<file path="src/logic/wake_router_params.svh">
// Offsets, field positions, reset values and widths of the wake event router.
// Assumes byte addresses on an 8-bit register port with 32-bit data words.
`ifndef WAKE_ROUTER_PARAMS_SVH
`define WAKE_ROUTER_PARAMS_SVH

`define WR_ADDR_W          8
`define WR_DATA_W          32
`define WR_NUM_EVENTS      16
`define WR_ALARM_W         16
`define WR_MODE_W          2

// Register byte offsets
`define WR_OFF_EDGE_SEL    8'h00
`define WR_OFF_ENABLE      8'h04
`define WR_OFF_STATUS      8'h08
`define WR_OFF_IRQ_MASK    8'h0c
`define WR_OFF_WAKE_MASK   8'h10
`define WR_OFF_POWER_MODE  8'h14
`define WR_OFF_ALARM_LOAD  8'h18
`define WR_OFF_ALARM_CTRL  8'h1c
`define WR_OFF_ALARM_STATE 8'h20
`define WR_OFF_RAW_EVENTS  8'h24
`define WR_OFF_PENDING     8'h28

// Event bit positions
`define WR_EV_WAKE_PIN_LO  0
`define WR_EV_RESET_PIN    4
`define WR_EV_ALARM        5
`define WR_EV_RTC          6
`define WR_EV_WATCHDOG     7
`define WR_EV_BROWNOUT     8
`define WR_EV_CAN          9
`define WR_EV_QUAD         11
`define WR_EV_ETHERNET     12
`define WR_EV_USB          13
`define WR_EV_SCT          15

// Events that wake from every low-power mode
`define WR_DEEP_CLASS      16'h007f

// Alarm control and state fields
`define WR_ALARM_RUN_BIT   0
`define WR_ALARM_IE_BIT    1
`define WR_ALARM_STAT_BIT  16

// Reset values
`define WR_RST_EVENTS      16'h0000
`define WR_RST_ALARM       16'h0000
`define WR_RST_WORD        32'h0000_0000

`endif

</file>
<file path="src/logic/wake_router_pkg.sv">
// Types shared by the wake event router and its alarm counter.
// Assumes wake_router_params.svh is on the include path.
`include "wake_router_params.svh"

package wake_router_pkg;

	typedef enum logic [`WR_MODE_W-1:0] {
		MODE_SLEEP,
		MODE_DEEP_SLEEP,
		MODE_POWER_DOWN,
		MODE_DEEP_POWER_DOWN
	} power_mode_t;

	typedef struct packed {
		logic [`WR_ALARM_W-1:0] count;
		logic                   status;
	} alarm_state_t;

	typedef struct packed {
		logic [`WR_NUM_EVENTS-1:0] edge_sel;
		logic [`WR_NUM_EVENTS-1:0] enable;
		logic [`WR_NUM_EVENTS-1:0] status;
		logic [`WR_NUM_EVENTS-1:0] irq_mask;
		logic [`WR_NUM_EVENTS-1:0] wake_mask;
		logic [`WR_NUM_EVENTS-1:0] prev_in;
		power_mode_t               mode;
		logic                      alarm_run;
		logic                      alarm_ie;
		logic [`WR_DATA_W-1:0]     rd_data;
		logic                      irq;
		logic                      wake_core;
		logic                      wake_clock;
	} router_state_t;

endpackage : wake_router_pkg

</file>
<file path="src/logic/alarm_down_counter.sv">
// 16-bit alarm down-counter stepped by a 1 kHz tick with a sticky zero flag.
// Assumes tick is a one-cycle pulse synchronous to clk.
`include "wake_router_params.svh"

module alarm_down_counter (
	// Clock and reset
	input  wire logic                   clk,
	input  wire logic                   rst,
	// Control
	input  wire logic                   tick,
	input  wire logic                   run,
	input  wire logic                   load,
	input  wire logic [`WR_ALARM_W-1:0] preset,
	input  wire logic                   clear,
	// State
	output logic      [`WR_ALARM_W-1:0] count,
	output logic                        status
);

	wake_router_pkg::alarm_state_t cur;
	wake_router_pkg::alarm_state_t next_cur;

	always_comb begin
		next_cur = cur;
		if (clear) begin
			next_cur.status = 1'b0;
		end
		if (load) begin
			next_cur.count = preset;
		end else if (run && tick && cur.count != `WR_RST_ALARM) begin
			next_cur.count = cur.count - 16'h0001;
			// Set beats a same-cycle clear
			if (cur.count == 16'h0001) begin
				next_cur.status = 1'b1;
			end
		end
	end

	always_ff @(posedge clk) begin
		if (rst) begin
			cur <= '{count: `WR_RST_ALARM, status: 1'b0};
		end else begin
			cur <= next_cur;
		end
	end

	assign count  = cur.count;
	assign status = cur.status;

endmodule : alarm_down_counter

</file>
<file path="src/logic/wake_event_router.sv">
// Wake event router: gathers wake pins, reset pin, alarm, RTC and peripheral events
// into one interrupt request and a wake-up request to the core and clock control unit.
// Assumes all inputs synchronous to clk and a one-cycle 1 kHz tick pulse.
//
// Behaviour
// Enabled events merge into one interrupt request to the vectored interrupt ctrl.
// Drive wake-up requests to core and clock control unit for all low-power modes.
// Per-event edge/level choice and enable; disabled events cause nothing.
// Wake pins, reset pin, alarm, running RTC wake from all four modes.
// Watchdog, brownout, CAN, quadrature, Ethernet, USB, timer events wake sleep only.
// Any controller-enabled peripheral interrupt wakes the core from sleep regardless.
// Alarm is 16-bit, loaded with a preset, decremented each 1 kHz tick.
// Alarm reaching zero sets its status; interrupts only when alarm interrupt enabled.
// Captured status holds until software clears; level events re-assert while active.
`include "wake_router_params.svh"

module wake_event_router (
	// Clock and reset
	input  wire logic                  clk,
	input  wire logic                  rst,
	// Register port
	input  wire logic [`WR_ADDR_W-1:0] addr,
	input  wire logic [`WR_DATA_W-1:0] wr_data,
	input  wire logic                  wr_en,
	input  wire logic                  rd_en,
	output logic      [`WR_DATA_W-1:0] rd_data,
	// External event pins
	input  wire logic [3:0]            wake_pin,
	input  wire logic                  reset_pin,
	// Clock domain sources
	input  wire logic                  tick_1khz,
	input  wire logic                  rtc_event,
	input  wire logic                  rtc_osc_running,
	// Peripheral events
	input  wire logic                  windowed_watchdog,
	input  wire logic                  brownout_detector,
	input  wire logic [1:0]            can_controllers,
	input  wire logic                  quadrature_decoder,
	input  wire logic                  ethernet_event,
	input  wire logic [1:0]            usb_event,
	input  wire logic [1:0]            state_config_timer,
	// Peripheral interrupt enabled and pending in the controller
	input  wire logic                  periph_irq_pending,
	// Requests
	output logic                       vectored_interrupt_ctrl,
	output logic                       wake_core,
	output logic                       wake_clock_control_unit
);

	////////////////////////////////////////////////////////////////////////////////
	// State and event vector

	wake_router_pkg::router_state_t cur;
	wake_router_pkg::router_state_t next_cur;

	logic [`WR_NUM_EVENTS-1:0] events;
	logic [`WR_NUM_EVENTS-1:0] hit;
	logic [`WR_NUM_EVENTS-1:0] rising;
	logic [`WR_NUM_EVENTS-1:0] clear_mask;
	logic [`WR_NUM_EVENTS-1:0] live;
	logic [`WR_NUM_EVENTS-1:0] wake_ok;
	logic [`WR_ALARM_W-1:0]    alarm_count;
	logic                      alarm_status;
	logic                      alarm_load;
	logic                      alarm_clear;
	logic                      wr_hit;
	logic                      sleeping;

	////////////////////////////////////////////////////////////////////////////////
	// Alarm timer

	assign alarm_load  = wr_en && addr == `WR_OFF_ALARM_LOAD;
	assign alarm_clear = wr_en && addr == `WR_OFF_ALARM_STATE
		&& wr_data[`WR_ALARM_STAT_BIT];

	alarm_down_counter u_alarm (
		.clk    (clk),
		.rst    (rst),
		.tick   (tick_1khz),
		.run    (cur.alarm_run),
		.load   (alarm_load),
		.preset (wr_data[`WR_ALARM_W-1:0]),
		.clear  (alarm_clear),
		.count  (alarm_count),
		.status (alarm_status)
	);

	////////////////////////////////////////////////////////////////////////////////
	// Event gathering

	always_comb begin
		events = `WR_RST_EVENTS;
		events[`WR_EV_WAKE_PIN_LO +: 4] = wake_pin;
		events[`WR_EV_RESET_PIN]         = reset_pin;
		// Alarm reaches the router only with its own interrupt enabled
		events[`WR_EV_ALARM]             = alarm_status && cur.alarm_ie;
		// RTC stops counting without its oscillator, so its event is gated
		events[`WR_EV_RTC]               = rtc_event && rtc_osc_running;
		events[`WR_EV_WATCHDOG]          = windowed_watchdog;
		events[`WR_EV_BROWNOUT]          = brownout_detector;
		events[`WR_EV_CAN +: 2]          = can_controllers;
		events[`WR_EV_QUAD]              = quadrature_decoder;
		events[`WR_EV_ETHERNET]          = ethernet_event;
		events[`WR_EV_USB +: 2]          = usb_event;
		events[`WR_EV_SCT]               = |state_config_timer;
	end

	// Rising edge for edge events, plain level otherwise
	assign rising = events & ~cur.prev_in;
	assign hit    = ((cur.edge_sel & rising) | (~cur.edge_sel & events)) & cur.enable;

	assign wr_hit     = wr_en && addr == `WR_OFF_STATUS;
	assign clear_mask = wr_hit ? wr_data[`WR_NUM_EVENTS-1:0] : `WR_RST_EVENTS;

	// A captured bit only counts while its event stays enabled
	assign live = cur.status & cur.enable;

	// Sleep-only sources lose their wake power in deeper modes
	assign sleeping = cur.mode == wake_router_pkg::MODE_SLEEP;
	assign wake_ok  = sleeping ? {`WR_NUM_EVENTS{1'b1}} : `WR_DEEP_CLASS;

	////////////////////////////////////////////////////////////////////////////////
	// Next state

	always_comb begin
		next_cur         = cur;
		next_cur.prev_in = events;
		next_cur.rd_data = `WR_RST_WORD;

		// Set wins over a same-cycle write-one clear
		next_cur.status = (cur.status & ~clear_mask) | hit;

		if (wr_en) begin
			case (addr)
				`WR_OFF_EDGE_SEL: begin
					next_cur.edge_sel = wr_data[`WR_NUM_EVENTS-1:0];
				end
				`WR_OFF_ENABLE: begin
					next_cur.enable = wr_data[`WR_NUM_EVENTS-1:0];
				end
				`WR_OFF_IRQ_MASK: begin
					next_cur.irq_mask = wr_data[`WR_NUM_EVENTS-1:0];
				end
				`WR_OFF_WAKE_MASK: begin
					next_cur.wake_mask = wr_data[`WR_NUM_EVENTS-1:0];
				end
				`WR_OFF_POWER_MODE: begin
					next_cur.mode = wake_router_pkg::power_mode_t'(wr_data[`WR_MODE_W-1:0]);
				end
				`WR_OFF_ALARM_CTRL: begin
					next_cur.alarm_run = wr_data[`WR_ALARM_RUN_BIT];
					next_cur.alarm_ie  = wr_data[`WR_ALARM_IE_BIT];
				end
				default: begin
				end
			endcase
		end

		if (rd_en) begin
			case (addr)
				`WR_OFF_EDGE_SEL: begin
					next_cur.rd_data[`WR_NUM_EVENTS-1:0] = cur.edge_sel;
				end
				`WR_OFF_ENABLE: begin
					next_cur.rd_data[`WR_NUM_EVENTS-1:0] = cur.enable;
				end
				`WR_OFF_STATUS: begin
					next_cur.rd_data[`WR_NUM_EVENTS-1:0] = cur.status;
				end
				`WR_OFF_IRQ_MASK: begin
					next_cur.rd_data[`WR_NUM_EVENTS-1:0] = cur.irq_mask;
				end
				`WR_OFF_WAKE_MASK: begin
					next_cur.rd_data[`WR_NUM_EVENTS-1:0] = cur.wake_mask;
				end
				`WR_OFF_POWER_MODE: begin
					next_cur.rd_data[`WR_MODE_W-1:0] = cur.mode;
				end
				`WR_OFF_ALARM_CTRL: begin
					next_cur.rd_data[`WR_ALARM_RUN_BIT] = cur.alarm_run;
					next_cur.rd_data[`WR_ALARM_IE_BIT]  = cur.alarm_ie;
				end
				`WR_OFF_ALARM_STATE: begin
					next_cur.rd_data[`WR_ALARM_W-1:0]     = alarm_count;
					next_cur.rd_data[`WR_ALARM_STAT_BIT] = alarm_status;
				end
				`WR_OFF_RAW_EVENTS: begin
					next_cur.rd_data[`WR_NUM_EVENTS-1:0] = events;
				end
				`WR_OFF_PENDING: begin
					next_cur.rd_data[`WR_NUM_EVENTS-1:0] = live;
				end
				default: begin
					// Unmapped and write-only offsets read as zero
					next_cur.rd_data = `WR_RST_WORD;
				end
			endcase
		end

		// Outputs follow the current status, one cycle behind
		next_cur.irq = |(live & cur.irq_mask);
		// Controller-enabled interrupts wake the core from sleep on their own
		next_cur.wake_core  = |(live & cur.wake_mask & wake_ok)
			|| (sleeping && periph_irq_pending);
		// Clock control unit only needs router events; sleep keeps clocks alive
		next_cur.wake_clock = |(live & cur.wake_mask & wake_ok);
	end

	////////////////////////////////////////////////////////////////////////////////
	// Registers

	always_ff @(posedge clk) begin
		if (rst) begin
			cur <= '{
				edge_sel:   `WR_RST_EVENTS,
				enable:     `WR_RST_EVENTS,
				status:     `WR_RST_EVENTS,
				irq_mask:   `WR_RST_EVENTS,
				wake_mask:  `WR_RST_EVENTS,
				prev_in:    `WR_RST_EVENTS,
				mode:       wake_router_pkg::MODE_SLEEP,
				alarm_run:  1'b0,
				alarm_ie:   1'b0,
				rd_data:    `WR_RST_WORD,
				irq:        1'b0,
				wake_core:  1'b0,
				wake_clock: 1'b0
			};
		end else begin
			cur <= next_cur;
		end
	end

	assign rd_data                 = cur.rd_data;
	assign vectored_interrupt_ctrl = cur.irq;
	assign wake_core               = cur.wake_core;
	assign wake_clock_control_unit = cur.wake_clock;

endmodule : wake_event_router

</file>
<file path="config.mk">
export PLATFORM = sky130hd
export DESIGN_NAME = wake_event_router
export DESIGN_NICKNAME = d
export VERILOG_FILES = /design/src/logic/wake_router_pkg.sv /design/src/logic/alarm_down_counter.sv /design/src/logic/wake_event_router.sv
export VERILOG_INCLUDE_DIRS = /design/src /design/src/logic
export SDC_FILE = /design/constraint.sdc
export NUM_CORES = 1
export LEC_CHECK = 0
export ABC_AREA = 1
export BUFFER_PORTS_ARGS = -buffer_cell sky130_fd_sc_hd__buf_2
export CAP_MARGIN = 20
export CORE_UTILIZATION = 30
export CTS_CLUSTER_DIAMETER = 30
export CTS_CLUSTER_SIZE = 24
export DETAILED_ROUTE_END_ITERATION = 16
export SYNTH_ARGS = -nofsm -noshare
export SYNTH_HDL_FRONTEND = slang
export SYNTH_SLANG_ARGS = --single-unit
export TNS_END_PERCENT = 50
</file>
<file path="constraint.sdc">
create_clock -name clk -period 2.4 [get_ports clk]
set_input_delay 0.24 -clock clk [delete_from_list [all_inputs] [get_ports clk]]
set_output_delay 0.24 -clock clk [all_outputs]
set_load 0.02 [all_outputs]
</file>
==> flow_summary.toml <==
[yosys]
async_reset_ff_frac = 0
ys_ff_latch = 137
netlist.area_leader.share = 0.397
synth-edff-count = 0
synth_ff_type = "dfxtp_1"
synth.distinct_cells = 33
synth_area_leaders = "dfxtp_1, nand2_1, o21ai_0, a21oi_1, inv_1"
synth.avg_cell_area_um2 = 6.95
synth_top_area_cell = "dfxtp_1"
synth_cells = 994
yosysWarnings = 0
syn_area_um2 = 6910
seq_area_frac_synth = 0.397

[clock_network]
cts_buffer_depth = 2
clk_latency_ns = 0.43
clockRootBuffer = "clkbuf_16"
cts.htree.levels = 4
cts_sinks = 137
clkTransAtPathRegs_ns = 0.06
cts_setup_buffers = 0
cts_inserted_buffers = 17
cts_resized = 0
cts_tree = "done"
hold_buffers = 0

[power_and_ir_drop]
p_per_area_nw_per_um2 = 637
power.leakage_nw = 3.29
p_total_mw = 5.01
vdd_drop_max_uv = 475

[floorplan]
placementRows = 55
start_util = 0.305
dieArea_um2 = 23600
core_area_um2 = 22600
die_x_um = 154
ios = 98
fp.dieH_um = 154

[critical_path]
timing.critical_path.from_type = "flop"
crit_path_max_fanout = 12
endpoint_kind = "flop"
criticalPathCategory = "reg -> reg"
crit_arrival_ns = 2.44
required_ns = 2.77

[sta]
finalCriticalPeriod_ns = 2.07
setup_violations = 0
relSlewSlack = 0.489
hold_viol = 0
finalWorstSetupSlack_ns = 0.332
tightestPinTransition_ns = 0.767
slew_violations = 0
setup_tns_ns = 0
final.setup_skew_ns = 0.00902
finalCritPeriodShare = 0.862
timing.fmax_ghz = 0.484
rsz0062_at_grt = "false"

[final_layout]
instances_no_fill = 1334
nets = 1102
final_common_cell = "nand2_1"
drive_above_1_share = 0.153
syn_to_final_growth_pct = 13.9
most-common-layout-cells = "nand2_1, dfxtp_1, inv_1"
final_area_um2 = 7870
antenna_cells = 0

[run]
maxCapViolCount = 0

[placement]
gp_congestion = 0.889
dp_slack_ns = 0.345
placedCellCount = 1303
port_buffers = 67
placed_cell_area_um2 = 7310
dp_hpwl_mm = 14.6

[outcome]
outcome = "complete, no violations"

[routing]
viasPerCell = 4.84
totalWireLength_mm = 20.6
via_count = 6450
ant_nets = 0
drt-pass1-iter-count = 5
post_drt_wl_per_cell_um = 15.5
first_iter_violations = 581
drc = 0

[global_route]
antenna_found_initial = 0
grtUsageTotal = 0.178
grt_max_degree = 80
grt_pass1_wl_mm = 32.7
first_global_vias = 6047
grt-ovfl-total = 0

[hold_path]
min_path_type = "in -> reg"
path summary, 6_finish.rpt:
| check | from | endpoint | slack (ns) | depth (start not counted) |
|---|---|---|---|---|
| setup / recovery | u_alarm.count[0] | u_alarm.count[1] | 0.33 | 11 |
| hold / removal | wake_pin[3] | cur[42] | 0.04 | 3 |
| setup reg to reg | u_alarm.count[0] | u_alarm.count[1] | 0.33 | 11 |
| hold reg to reg | cur[121] | cur[121] | 0.46 | 2 |
registers in the layout (all words and copies together) (netlist names):
signal / count
wake_clock_control_unit: 1
wake_core: 1
vectored_interrupt_ctrl: 1
u_alarm.count: 16
u_alarm.status: 1
rd_data: 17
cur: 100
per-layer routing:
layer  global-route usage  wire (um)
met4               0.0667        371
met2                0.288       9500
met1                0.236       9590
met3               0.0330       1180
met5                    0          0
kinds of logic (layout without fill, tap and decap cells):
logic type	count (synthesis)	count (layout)	synth area share
AND/OR/NAND/NOR	403	403	0.263
AO/OA/AOI/OAI	259	259	0.198
buffers and inverters	188	229	0.133
flip-flops	137	137	0.397
XOR/XNOR	4	4	0.00507
adder cells (fa/ha/maj)	2	2	0.00362
other	1	15	0.000543
synthesized netlist by cell type (6+ instances only):
cell type    n
nand2_1    206
dfxtp_1    137
inv_1      109
o21ai_0     98
a21oi_1     94
nor2_1      81
nand3_1     74
o21ai_1     42
buf_4       36
clkbuf_1    16
a21oi_2     14
buf_2       13
nand4_1      8
o22ai_1      8
nor3_1       7
buf_6        6
inv_2        6
nor2_2       6
nor2_4       6
area by class of cell:
cell class	instances	area, um2
clock inverters	11	100
multi-input cells	683	3300
fillers	2393	14800
repair buffers	82	473
clock buffers	20	457
flip-flops and latches	137	2740
well taps	285	357
inverters	116	438
worst max-delay path, cell delays in order, from the launching register on:
cell and delay [ns]:
dfxtp_1 0.37, inv_1 0.10, ha_1 0.24, nand2_1 0.18
nor2_4 0.08, nand2_4 0.13, nand2_4 0.13, nor2_2 0.47
nand2_1 0.10, nand3_1 0.10, nand2_1 0.05, inv_1 0.07
through the flow:
step,util,hold WS [ns]
4_1_cts,0.348,0.0284
3_5_place_dp,0.323,0.460
6_report,0.348,0.0387
2_1_floorplan,-,0.347
5_1_grt,0.348,0.0317
3_3_place_gp,0.323,0.457
where the power goes:
part	internal, mW	switching, mW	leakage, nW
Clock	1.47	1.01	0.260
Sequential	2.29	0.00680	1.11
Combinational	0.0599	0.175	1.92
Note: power is estimated with default switching activity, not from simulation.
